===== config.mk =====
export PLATFORM = sky130hd
export DESIGN_NAME = tfg_top
export DESIGN_NICKNAME = d
export VERILOG_FILES = /design/src/inc/tfg_pkg.sv /design/src/tfg_sec_tick.sv /design/src/tfg_buf2.sv /design/src/tfg_top.sv
export VERILOG_INCLUDE_DIRS = /design/src /design/src/inc
export SDC_FILE = /design/constraint.sdc
export NUM_CORES = 1
export LEC_CHECK = 0
export BUFFER_PORTS_ARGS = -buffer_cell sky130_fd_sc_hd__buf_2
export CAP_MARGIN = 20
export CORE_UTILIZATION = 38
export CTS_CLUSTER_SIZE = 20
export DETAILED_ROUTE_END_ITERATION = 7
export PLACE_DENSITY = 0.61
export SYNTH_ARGS = -nofsm -noshare
export SYNTH_HDL_FRONTEND = slang
export SYNTH_SLANG_ARGS = --single-unit

===== constraint.sdc =====
create_clock -name i_ref_clk -period 5.7 [get_ports i_ref_clk]
set_input_delay 1.14 -clock i_ref_clk [delete_from_list [all_inputs] [get_ports i_ref_clk]]
set_output_delay 1.14 -clock i_ref_clk [all_outputs]
set_load 0.05 [all_outputs]

===== src/inc/tfg_defines.svh =====
// Function
// - test runs while the generate enable is on and stops when it goes off.
// - every generated frame holds exactly the configured frame length in bytes, or one byte when the length is 0.
// - read-only sync flag sets once the checker locks onto received test frames.
// - received test frames are counted during the test and readable.
// - received test frames found in error are totalled, read-only.
// - seconds holding at least one detected or inserted error are counted, read-only.
// - elapsed test seconds advance once per second while the test runs.
// - deliberately injected errors are counted, read-only.
// - each insert-error command corrupts the outgoing test stream once; one given while another is still pending merges with it.
`ifndef TFG_DEFINES_SVH
`define TFG_DEFINES_SVH

// register byte addresses
`define TFG_ADDR_CTRL      12'h000
`define TFG_ADDR_LEN       12'h004
`define TFG_ADDR_STATUS    12'h008
`define TFG_ADDR_FRX       12'h00C
`define TFG_ADDR_EFC       12'h010
`define TFG_ADDR_ESC       12'h014
`define TFG_ADDR_TEST_ELAPSED_SECONDS      12'h018
`define TFG_ADDR_IEC       12'h01C

// field positions
`define TFG_CTRL_EN_BIT    0
`define TFG_CTRL_INS_BIT   1
`define TFG_STAT_SYNC_BIT  0
`define TFG_STAT_RUN_BIT   1
`define TFG_STAT_BUSY_BIT  2

// reset values
`define TFG_LEN_RST        16'h0020

// checker lock thresholds
`define TFG_SYNC_SET       2'h2
`define TFG_SYNC_LOSS      2'h3

// timing
`define TFG_CLK_PERIOD_NS  10
`define TFG_ONE_SEC_NS     1000000000
`define TFG_SEC_CYCLES     (`TFG_ONE_SEC_NS / `TFG_CLK_PERIOD_NS)

`endif


===== src/inc/tfg_pkg.sv =====
package tfg_pkg;

	// generator states
	typedef enum logic {
		GEN_IDLE,
		GEN_SEND
	} tfg_gen_st_t;

	typedef logic [31:0] tfg_cnt_t;

	// conditional counter step
	function automatic tfg_cnt_t tfg_cnt_inc(input tfg_cnt_t c, input logic en);
		tfg_cnt_inc = en ? c + 32'h0000_0001 : c;
	endfunction

endpackage


===== src/tfg_sec_tick.sv =====
`timescale 1ns/10ps
module tfg_sec_tick #(
	parameter int unsigned P_CYCLES = 100
) (
	// clock and reset
	input  wire logic i_ref_clk,
	input  wire logic i_nrst,
	input  wire logic i_ce,
	// control
	input  wire logic i_restart,
	// tick out
	output logic      o_tick
);

	logic [31:0] cnt_q;
	logic [31:0] cnt_d;
	logic        wrap;

	// one pulse every P_CYCLES enabled cycles
	assign wrap   = (cnt_q == 32'(P_CYCLES - 1));
	assign cnt_d  = (i_restart | wrap) ? 32'h0000_0000 : cnt_q + 32'h0000_0001;
	assign o_tick = wrap & ~i_restart & i_ce;

	// divider count
	always_ff @(posedge i_ref_clk or negedge i_nrst) begin
		if (!i_nrst) begin
			cnt_q <= 32'h0000_0000;
		end else if (i_ce) begin
			cnt_q <= cnt_d;
		end
	end

endmodule


===== src/tfg_buf2.sv =====
`timescale 1ns/10ps
module tfg_buf2 #(
	parameter int unsigned P_WIDTH = 9
) (
	// clock and reset
	input  wire logic               i_ref_clk,
	input  wire logic               i_nrst,
	input  wire logic               i_ce,
	// fill side
	input  wire logic               i_valid,
	output logic                    o_ready,
	input  wire logic [P_WIDTH-1:0] i_data,
	// drain side
	output logic                    o_valid,
	input  wire logic               i_ready,
	output logic [P_WIDTH-1:0]      o_data
);

	logic [P_WIDTH-1:0] e0_q;
	logic [P_WIDTH-1:0] e1_q;
	logic [1:0]         cnt_q;
	logic               push;
	logic               pop;

	// two entries, head always in e0
	assign o_ready = (cnt_q != 2'h2);
	assign o_valid = (cnt_q != 2'h0);
	assign o_data  = e0_q;
	assign push    = i_valid & o_ready & i_ce;
	assign pop     = o_valid & i_ready & i_ce;

	// storage and fill level
	always_ff @(posedge i_ref_clk or negedge i_nrst) begin
		if (!i_nrst) begin
			e0_q  <= '0;
			e1_q  <= '0;
			cnt_q <= 2'h0;
		end else begin
			if (pop) begin
				e0_q <= (push && cnt_q == 2'h1) ? i_data : e1_q;
			end else if (push && cnt_q == 2'h0) begin
				e0_q <= i_data;
			end
			if (push && ((cnt_q == 2'h1 && !pop) || (cnt_q == 2'h2))) begin
				e1_q <= i_data;
			end
			cnt_q <= cnt_q + {1'b0, push} - {1'b0, pop};
		end
	end

endmodule


===== src/tfg_top.sv =====
// Implementation choices: the register offsets and register access over APB.
`timescale 1ns/10ps
`include "tfg_defines.svh"
module tfg_top
	import tfg_pkg::*;
#(
	parameter int unsigned P_SEC_CYCLES = `TFG_SEC_CYCLES
) (
	// clock, reset, enable
	input  wire logic        i_ref_clk,
	input  wire logic        i_nrst,
	input  wire logic        i_ce,
	// apb slave
	input  wire logic        i_psel,
	input  wire logic        i_penable,
	input  wire logic        i_pwrite,
	input  wire logic [11:0] i_paddr,
	input  wire logic [31:0] i_pwdata,
	input  wire logic [3:0]  i_pstrb,
	output logic [31:0]      o_prdata,
	output logic             o_pready,
	output logic             o_pslverr,
	// transmit byte stream toward line
	output logic             o_tx_valid,
	input  wire logic        i_tx_ready,
	output logic [7:0]       o_tx_data,
	output logic             o_tx_last,
	// receive byte stream from line
	input  wire logic        i_rx_valid,
	input  wire logic [7:0]  i_rx_data,
	input  wire logic        i_rx_last,
	input  wire logic        i_rx_err
);

	////////////////////////////////////////////////////////////////////////
	// register state

	logic        test_generate_enable_q;
	logic [15:0] frame_len_q;
	logic        ins_pend_q;
	logic        ins_pend_d;
	logic [31:0] prdata_q;
	logic        acc_q;

	tfg_cnt_t    frames_received_count_q;
	tfg_cnt_t    errored_frame_count_q;
	tfg_cnt_t    errored_second_count_q;
	tfg_cnt_t    test_elapsed_seconds_q;
	tfg_cnt_t    inserted_error_count_q;

	logic        sync_q;
	logic [1:0]  good_run_q;
	logic [1:0]  bad_run_q;
	logic        sec_err_q;
	logic        sec_err_d;

	////////////////////////////////////////////////////////////////////////
	// apb decode

	logic        wr_fire;
	logic        hit_ctrl;
	logic        hit_len;
	logic        hit_status;
	logic        hit_frx;
	logic        hit_efc;
	logic        hit_esc;
	logic        hit_test_elapsed_seconds;
	logic        hit_iec;
	logic        addr_hit;
	logic [31:0] rd_mux;
	logic        ctrl_wr;
	logic        en_wr_val;
	logic        ins_cmd;
	logic        start;
	logic        gen_busy;

	// address match per register
	assign hit_ctrl   = (i_paddr == `TFG_ADDR_CTRL);
	assign hit_len    = (i_paddr == `TFG_ADDR_LEN);
	assign hit_status = (i_paddr == `TFG_ADDR_STATUS);
	assign hit_frx    = (i_paddr == `TFG_ADDR_FRX);
	assign hit_efc    = (i_paddr == `TFG_ADDR_EFC);
	assign hit_esc    = (i_paddr == `TFG_ADDR_ESC);
	assign hit_test_elapsed_seconds   = (i_paddr == `TFG_ADDR_TEST_ELAPSED_SECONDS);
	assign hit_iec    = (i_paddr == `TFG_ADDR_IEC);
	assign addr_hit   = hit_ctrl | hit_len | hit_status | hit_frx | hit_efc | hit_esc | hit_test_elapsed_seconds | hit_iec;

	// access completes one cycle after read data was captured
	assign o_pready  = i_ce & acc_q;
	assign o_pslverr = o_pready & i_psel & i_penable & ~addr_hit;
	assign o_prdata  = prdata_q;
	assign wr_fire   = o_pready & i_psel & i_penable & i_pwrite & addr_hit;

	// control write effects
	assign ctrl_wr   = wr_fire & hit_ctrl & i_pstrb[0];
	assign en_wr_val = i_pwdata[`TFG_CTRL_EN_BIT];
	assign start     = ctrl_wr & en_wr_val & ~test_generate_enable_q;
	assign ins_cmd   = ctrl_wr & i_pwdata[`TFG_CTRL_INS_BIT] & (test_generate_enable_q | en_wr_val);

	// read selection
	assign rd_mux = hit_ctrl   ? {31'h0000_0000, test_generate_enable_q} :
	                hit_len    ? {16'h0000, frame_len_q} :
	                hit_status ? {29'h0000_0000, gen_busy, test_generate_enable_q, sync_q} :
	                hit_frx    ? frames_received_count_q :
	                hit_efc    ? errored_frame_count_q :
	                hit_esc    ? errored_second_count_q :
	                hit_test_elapsed_seconds   ? test_elapsed_seconds_q :
	                hit_iec    ? inserted_error_count_q :
	                32'h0000_0000;

	// read capture and access tracking
	always_ff @(posedge i_ref_clk or negedge i_nrst) begin
		if (!i_nrst) begin
			prdata_q <= 32'h0000_0000;
			acc_q    <= 1'b0;
		end else if (i_ce) begin
			if (i_psel) begin
				prdata_q <= rd_mux;
			end
			acc_q <= i_psel & ~(i_penable & o_pready);
		end
	end

	// enable and frame length
	always_ff @(posedge i_ref_clk or negedge i_nrst) begin
		if (!i_nrst) begin
			test_generate_enable_q <= 1'b0;
			frame_len_q            <= `TFG_LEN_RST;
		end else if (i_ce) begin
			if (ctrl_wr) begin
				test_generate_enable_q <= en_wr_val;
			end
			if (wr_fire && hit_len) begin
				if (i_pstrb[0]) frame_len_q[7:0] <= i_pwdata[7:0];
				if (i_pstrb[1]) frame_len_q[15:8] <= i_pwdata[15:8];
			end
		end
	end

	////////////////////////////////////////////////////////////////////////
	// one-second time base

	logic sec_tick;

	tfg_sec_tick #(
		.P_CYCLES (P_SEC_CYCLES)
	) u_sec (
		.i_ref_clk (i_ref_clk),
		.i_nrst    (i_nrst),
		.i_ce      (i_ce),
		.i_restart (start),
		.o_tick    (sec_tick)
	);

	////////////////////////////////////////////////////////////////////////
	// frame generator

	tfg_gen_st_t gen_st_q;
	tfg_gen_st_t gen_st_d;
	logic [15:0] gen_idx_q;
	logic [15:0] gen_idx_d;
	logic        gen_push;
	logic        buf_ready;
	logic        gen_last;
	logic        inject;
	logic [7:0]  gen_byte;

	// byte k of a frame carries k, corrupted once per pending insert
	assign gen_last = ({16'h0000, gen_idx_q} + 32'h0000_0001) >= {16'h0000, frame_len_q};
	assign gen_push = (gen_st_q == GEN_SEND) & buf_ready & i_ce;
	assign inject   = gen_push & ins_pend_q;
	assign gen_byte = gen_idx_q[7:0] ^ {7'h00, inject};
	assign gen_busy = (gen_st_q == GEN_SEND);

	// next state: a running frame is finished before stopping
	always_comb begin
		gen_st_d  = gen_st_q;
		gen_idx_d = gen_idx_q;
		case (gen_st_q)
			GEN_IDLE: begin
				gen_idx_d = 16'h0000;
				if (test_generate_enable_q) begin
					gen_st_d = GEN_SEND;
				end
			end
			GEN_SEND: begin
				if (gen_push) begin
					if (gen_last) begin
						gen_idx_d = 16'h0000;
						if (!test_generate_enable_q) begin
							gen_st_d = GEN_IDLE;
						end
					end else begin
						gen_idx_d = gen_idx_q + 16'h0001;
					end
				end
			end
			default: begin
				gen_st_d  = GEN_IDLE;
				gen_idx_d = 16'h0000;
			end
		endcase
	end

	// generator registers
	always_ff @(posedge i_ref_clk or negedge i_nrst) begin
		if (!i_nrst) begin
			gen_st_q  <= GEN_IDLE;
			gen_idx_q <= 16'h0000;
		end else if (i_ce) begin
			gen_st_q  <= gen_st_d;
			gen_idx_q <= gen_idx_d;
		end
	end

	// pending insert: a new command wins over consumption
	assign ins_pend_d = (ins_pend_q & ~inject & ~start) | ins_cmd;

	always_ff @(posedge i_ref_clk or negedge i_nrst) begin
		if (!i_nrst) begin
			ins_pend_q <= 1'b0;
		end else if (i_ce) begin
			ins_pend_q <= ins_pend_d;
		end
	end

	// buffer toward the line absorbs receiver stalls
	logic [8:0] buf_out;

	tfg_buf2 #(
		.P_WIDTH (9)
	) u_txbuf (
		.i_ref_clk (i_ref_clk),
		.i_nrst    (i_nrst),
		.i_ce      (i_ce),
		.i_valid   (gen_st_q == GEN_SEND),
		.o_ready   (buf_ready),
		.i_data    ({gen_last, gen_byte}),
		.o_valid   (o_tx_valid),
		.i_ready   (i_tx_ready),
		.o_data    (buf_out)
	);

	assign o_tx_data = buf_out[7:0];
	assign o_tx_last = buf_out[8];

	////////////////////////////////////////////////////////////////////////
	// frame checker

	logic [15:0] rx_idx_q;
	logic        rx_bad_q;
	logic        rx_take;
	logic        byte_bad;
	logic        frame_end;
	logic        frame_bad;
	logic        len_bad;
	logic        frame_good;

	// each byte must carry its position, length must match
	assign rx_take    = i_rx_valid & i_ce;
	assign byte_bad   = (i_rx_data != rx_idx_q[7:0]) | i_rx_err;
	assign len_bad    = ({16'h0000, rx_idx_q} + 32'h0000_0001) != {16'h0000, frame_len_q};
	assign frame_end  = rx_take & i_rx_last;
	assign frame_bad  = frame_end & (rx_bad_q | byte_bad | len_bad);
	assign frame_good = frame_end & ~(rx_bad_q | byte_bad | len_bad);

	// position and error accumulation within a frame
	always_ff @(posedge i_ref_clk or negedge i_nrst) begin
		if (!i_nrst) begin
			rx_idx_q <= 16'h0000;
			rx_bad_q <= 1'b0;
		end else if (i_ce) begin
			if (frame_end) begin
				rx_idx_q <= 16'h0000;
				rx_bad_q <= 1'b0;
			end else if (rx_take) begin
				rx_idx_q <= rx_idx_q + 16'h0001;
				rx_bad_q <= rx_bad_q | byte_bad;
			end
		end
	end

	// lock after a run of good frames, drop after a run of bad ones
	always_ff @(posedge i_ref_clk or negedge i_nrst) begin
		if (!i_nrst) begin
			sync_q     <= 1'b0;
			good_run_q <= 2'h0;
			bad_run_q  <= 2'h0;
		end else if (i_ce) begin
			if (start) begin
				sync_q     <= 1'b0;
				good_run_q <= 2'h0;
				bad_run_q  <= 2'h0;
			end else if (test_generate_enable_q && frame_good) begin
				bad_run_q <= 2'h0;
				if (good_run_q != `TFG_SYNC_SET) good_run_q <= good_run_q + 2'h1;
				if (good_run_q + 2'h1 >= `TFG_SYNC_SET) sync_q <= 1'b1;
			end else if (test_generate_enable_q && frame_bad) begin
				good_run_q <= 2'h0;
				if (bad_run_q != `TFG_SYNC_LOSS) bad_run_q <= bad_run_q + 2'h1;
				if (bad_run_q + 2'h1 >= `TFG_SYNC_LOSS) sync_q <= 1'b0;
			end
		end
	end

	////////////////////////////////////////////////////////////////////////
	// test counters

	logic run_err;

	// any error marks the current second; the tick counts it and closes the second
	assign run_err   = test_generate_enable_q & (frame_bad | inject);
	assign sec_err_d = (start | sec_tick) ? 1'b0 : (sec_err_q | run_err);

	always_ff @(posedge i_ref_clk or negedge i_nrst) begin
		if (!i_nrst) begin
			sec_err_q <= 1'b0;
		end else if (i_ce) begin
			sec_err_q <= sec_err_d;
		end
	end

	// counters clear at test start and advance only while running
	always_ff @(posedge i_ref_clk or negedge i_nrst) begin
		if (!i_nrst) begin
			frames_received_count_q <= 32'h0000_0000;
			errored_frame_count_q   <= 32'h0000_0000;
			errored_second_count_q  <= 32'h0000_0000;
			test_elapsed_seconds_q  <= 32'h0000_0000;
			inserted_error_count_q  <= 32'h0000_0000;
		end else if (i_ce) begin
			if (start) begin
				frames_received_count_q <= 32'h0000_0000;
				errored_frame_count_q   <= 32'h0000_0000;
				errored_second_count_q  <= 32'h0000_0000;
				test_elapsed_seconds_q  <= 32'h0000_0000;
				inserted_error_count_q  <= 32'h0000_0000;
			end else if (test_generate_enable_q) begin
				frames_received_count_q <= tfg_cnt_inc(frames_received_count_q, frame_end);
				errored_frame_count_q   <= tfg_cnt_inc(errored_frame_count_q, frame_bad);
				errored_second_count_q  <= tfg_cnt_inc(errored_second_count_q,
				                                       sec_tick & (sec_err_q | run_err));
				test_elapsed_seconds_q  <= tfg_cnt_inc(test_elapsed_seconds_q, sec_tick);
				inserted_error_count_q  <= tfg_cnt_inc(inserted_error_count_q, inject);
			end
		end
	end

endmodule


==> impl_metrics.yaml <==
finish:
  final_area_sq_um: 19200
  final_common_cell: "dfrtp_1"
  mostFrequentLayoutCells: "dfrtp_1, o21ai_0, nor2_1"
  area_growth_pct: 11.8
  drive_gt1_share_pct: 11.6
  regArea_sq_um: 7580
  diodes: 0
  multi_input_area_sq_um: 8950
  fill_cells: 4325
  finalNetCount: 2026
clock_network:
  cts_setup_buffers: 0
  cts_tree: "done"
  h-tree-depth: 2
  cts_made_buffers: 35
  cts_hold_buf: 0
  insertion_delay_ps: 530
  ctsResizeCount: 0
  clockBufferDepth: 3
  root_buffer: "clkbuf_16"
  clock-sinks: 303
  path_clk_slew_ps: 60
placement:
  hpwlAfterDp_um: 33300
  port_buffers: 91
  routabilityCongestion: 0.902
  place_ws_ps: 1260
  placedInstanceArea_sq_um: 18100
synthesis:
  synthCells: 1897
  synthTopCellsByArea: "dfrtp_1, xor2_1, o21ai_0, nor2_1, nand2_1"
  avgSynthCellArea_sq_um: 9.03
  yosysWarnings: 0
  yosysSeqAreaShare_pct: 44.2
  synth-edff-count: 0
  synth_fp_nets: 1992
  synth.distinct_cells: 74
  synthFlopType: "dfrtp_1"
  synth_seq_cells: 303
  syn-cell-area_sq_um: 17100
  synth_top_cell_by_area: "dfrtp_1"
  synth_top_cell_area_share_pct: 44.1
  async_flop_share_pct: 100
power_and_ir_drop:
  leakage_uw: 0.00855
  p_int_uw: 3580
  netSwitchingPower_uw: 1190
  comb_power_share_pct: 7.0
  p_seq_share_pct: 47.5
  ir_worst_vdd_mv: 0.187
  switching_share_pct: 25.0
  total_power_uw: 4770
  clockPowerShare_pct: 45.6
  power.density_nw_per_um2: 249
timing:
  slew_headroom_pct: 29.9
  finalClockSkew_ps: 19.3
  finalHoldViolCount: 0
  period_minus_slack_ps: 4530
  fin_crit_sh_pct: 79.4
  max_clock_freq_mhz: 221
  setup_violations: 0
  rsz0062_at_grt: "false"
  drv_slew: 0
  finalWorstSetupSlack_ps: 1170
  tns_ps: 0
  tightest_slew_ps: 1050
floorplanning:
  fp-row-count: 77
  die_h_um: 214
  io_pins: 110
  core_region_area_sq_um: 44300
  initial_core_util_pct: 38.7
  die_width_um: 214
  die_area_sq_um: 46000
detailed_routing:
  wire_per_inst_um: 18.7
  dr.pass1.iters: 5
  initialDrtViolationCount: 1098
  ant_nets: 0
  wl_um: 47500
  drc: 0
  vias: 14580
  avgViaCountPerCell: 5.73
run:
  drv_cap: 0
critical_path:
  critPathKind: "register to register"
  setup.worst_path.end: "gen_idx_q[11]$_DFFE_PN0P_"
  cp_max_fo: 11
  crit_start: "gen_idx_q[2]$_DFFE_PN0P_"
  reg2reg_depth: 16
  critical_path_arrival_ps: 4990
  reg2reg_slack_ps: 1170
  r2r_start: "gen_idx_q[2]$_DFFE_PN0P_"
  start_kind: "register"
  cp.required_ps: 6160
  critPathCaptureType: "register"
  r2r_end: "gen_idx_q[11]$_DFFE_PN0P_"
global_route:
  grt_max_degree: 142
  grt_pass1_wl_um: 77800
  grtUsageTotal_pct: 20.8
  grt_overflow_total: 0
  antenna_found_initial: 0
  first_global_vias: 14164
hold_path:
  min_path_type: "register to register"
status:
  status: "complete, no violations"
[layout make-up]
| cell class | count | area share [%] |
|---|---|---|
| sequential | 303 | 39.6 |
| clock buffer | 52 | 5.48 |
| clock inverter | 6 | 0.235 |
| multi-input combinational | 1439 | 46.7 |
| tap | 592 | 3.86 |
| inverter | 40 | 0.783 |
| timing repair buffer | 112 | 3.38 |
[flip-flops by register name, indices dropped and copies added (netlist names), 2 cells and up]
register,cells
frame_len_q,16
o_prdata,32
u_txbuf.cnt_q,2
test_elapsed_seconds_q,32
rx_idx_q,16
u_txbuf.e1_q,9
u_txbuf.o_data,9
good_run_q,2
errored_second_count_q,32
gen_idx_q,16
bad_run_q,2
u_sec.cnt_q,32
frames_received_count_q,32
inserted_error_count_q,32
errored_frame_count_q,32
[cell usage after synthesis (all sizes together), types with 23 or more instances]
library cell / n
a31oi: 23
mux2: 34
nand3: 106
a22oi: 54
nand2: 174
buf: 32
inv: 40
nor2: 183
ha: 29
o21ai: 188
or3: 37
clkbuf: 83
and4: 31
dfrtp: 302
nand4: 53
xnor2: 46
and3: 59
a21oi: 87
and2: 25
xor2: 111
[per-stage QoR]
stage	cells	util, %	hold slack [ps]
finish	2544	43.3	490
CTS	2544	43.3	492
global placement	2485	40.8	463
global route	2544	43.3	518
floorplan	1897	-	458
detailed placement	2486	40.8	481
[how the worst min path moves through the flow]
stage / slack [ps] / endpoint / cells after the start / from
global placement: 460 / u_txbuf.o_data[0]$_DFFE_PN0P_ / 2 / u_txbuf.o_data[0]$_DFFE_PN0P_
CTS: 490 / u_txbuf.o_data[4]$_DFFE_PN0P_ / 2 / u_txbuf.e1_q[4]$_DFFE_PN0P_
finish: 490 / o_prdata[0]$_DFFE_PN0P_ / 2 / o_prdata[0]$_DFFE_PN0P_
global route: 520 / u_txbuf.o_data[5]$_DFFE_PN0P_ / 2 / u_txbuf.e1_q[5]$_DFFE_PN0P_
floorplan: 460 / u_txbuf.o_data[1]$_DFFE_PN0P_ / 2 / u_txbuf.e1_q[1]$_DFFE_PN0P_
detailed placement: 480 / o_prdata[0]$_DFFE_PN0P_ / 2 / o_prdata[0]$_DFFE_PN0P_
[critical path, cell delays in order, from the launching register on]
cell and delay (ps):
dfrtp_1 470, and3_1 210, nand3_1 150, or2_2 380, or2_2 350, or2_2 360
nor2_1 140, xor2_1 240, ha_1 290, and4_1 210, nand2_1 70, o221ai_1 120
a221oi_1 370, nand2_1 330, nor2_1 340, buf_4 250, a221o_1 160
[layer usage]
metal  global-route usage (%)  wire length (um)  vias to the layer above
li1                         -                 -                     6892
met1                     28.5             21700                     7268
met2                     34.5             22800                      347
met3                     2.52              1890                       73
met4                     5.88              1140                        0
met5                        0                 0                        -
[kinds of logic (layout without fill, tap and decap cells)]
| family | count (synthesis) | count (layout) | synth area share (%) |
|---|---|---|---|
| compound gates | 458 | 458 | 16.6 |
| xor+xnor | 158 | 158 | 8.16 |
| fa+ha+maj | 30 | 30 | 2.18 |
| buf+inv | 155 | 210 | 3.71 |
| flops | 303 | 303 | 44.2 |
| mux | 39 | 39 | 2.60 |
| simple gates | 754 | 754 | 22.5 |
[power groups by stage]
stage	sequential, uW	clock [uW]	combinational, uW
floorplan	2300	0	188
global placement	2290	0	323
detailed placement	2300	0	335
CTS	2260	2220	336
global route	2270	2300	370
finish	2260	2170	332
Note: power is estimated with default switching activity, not from simulation.
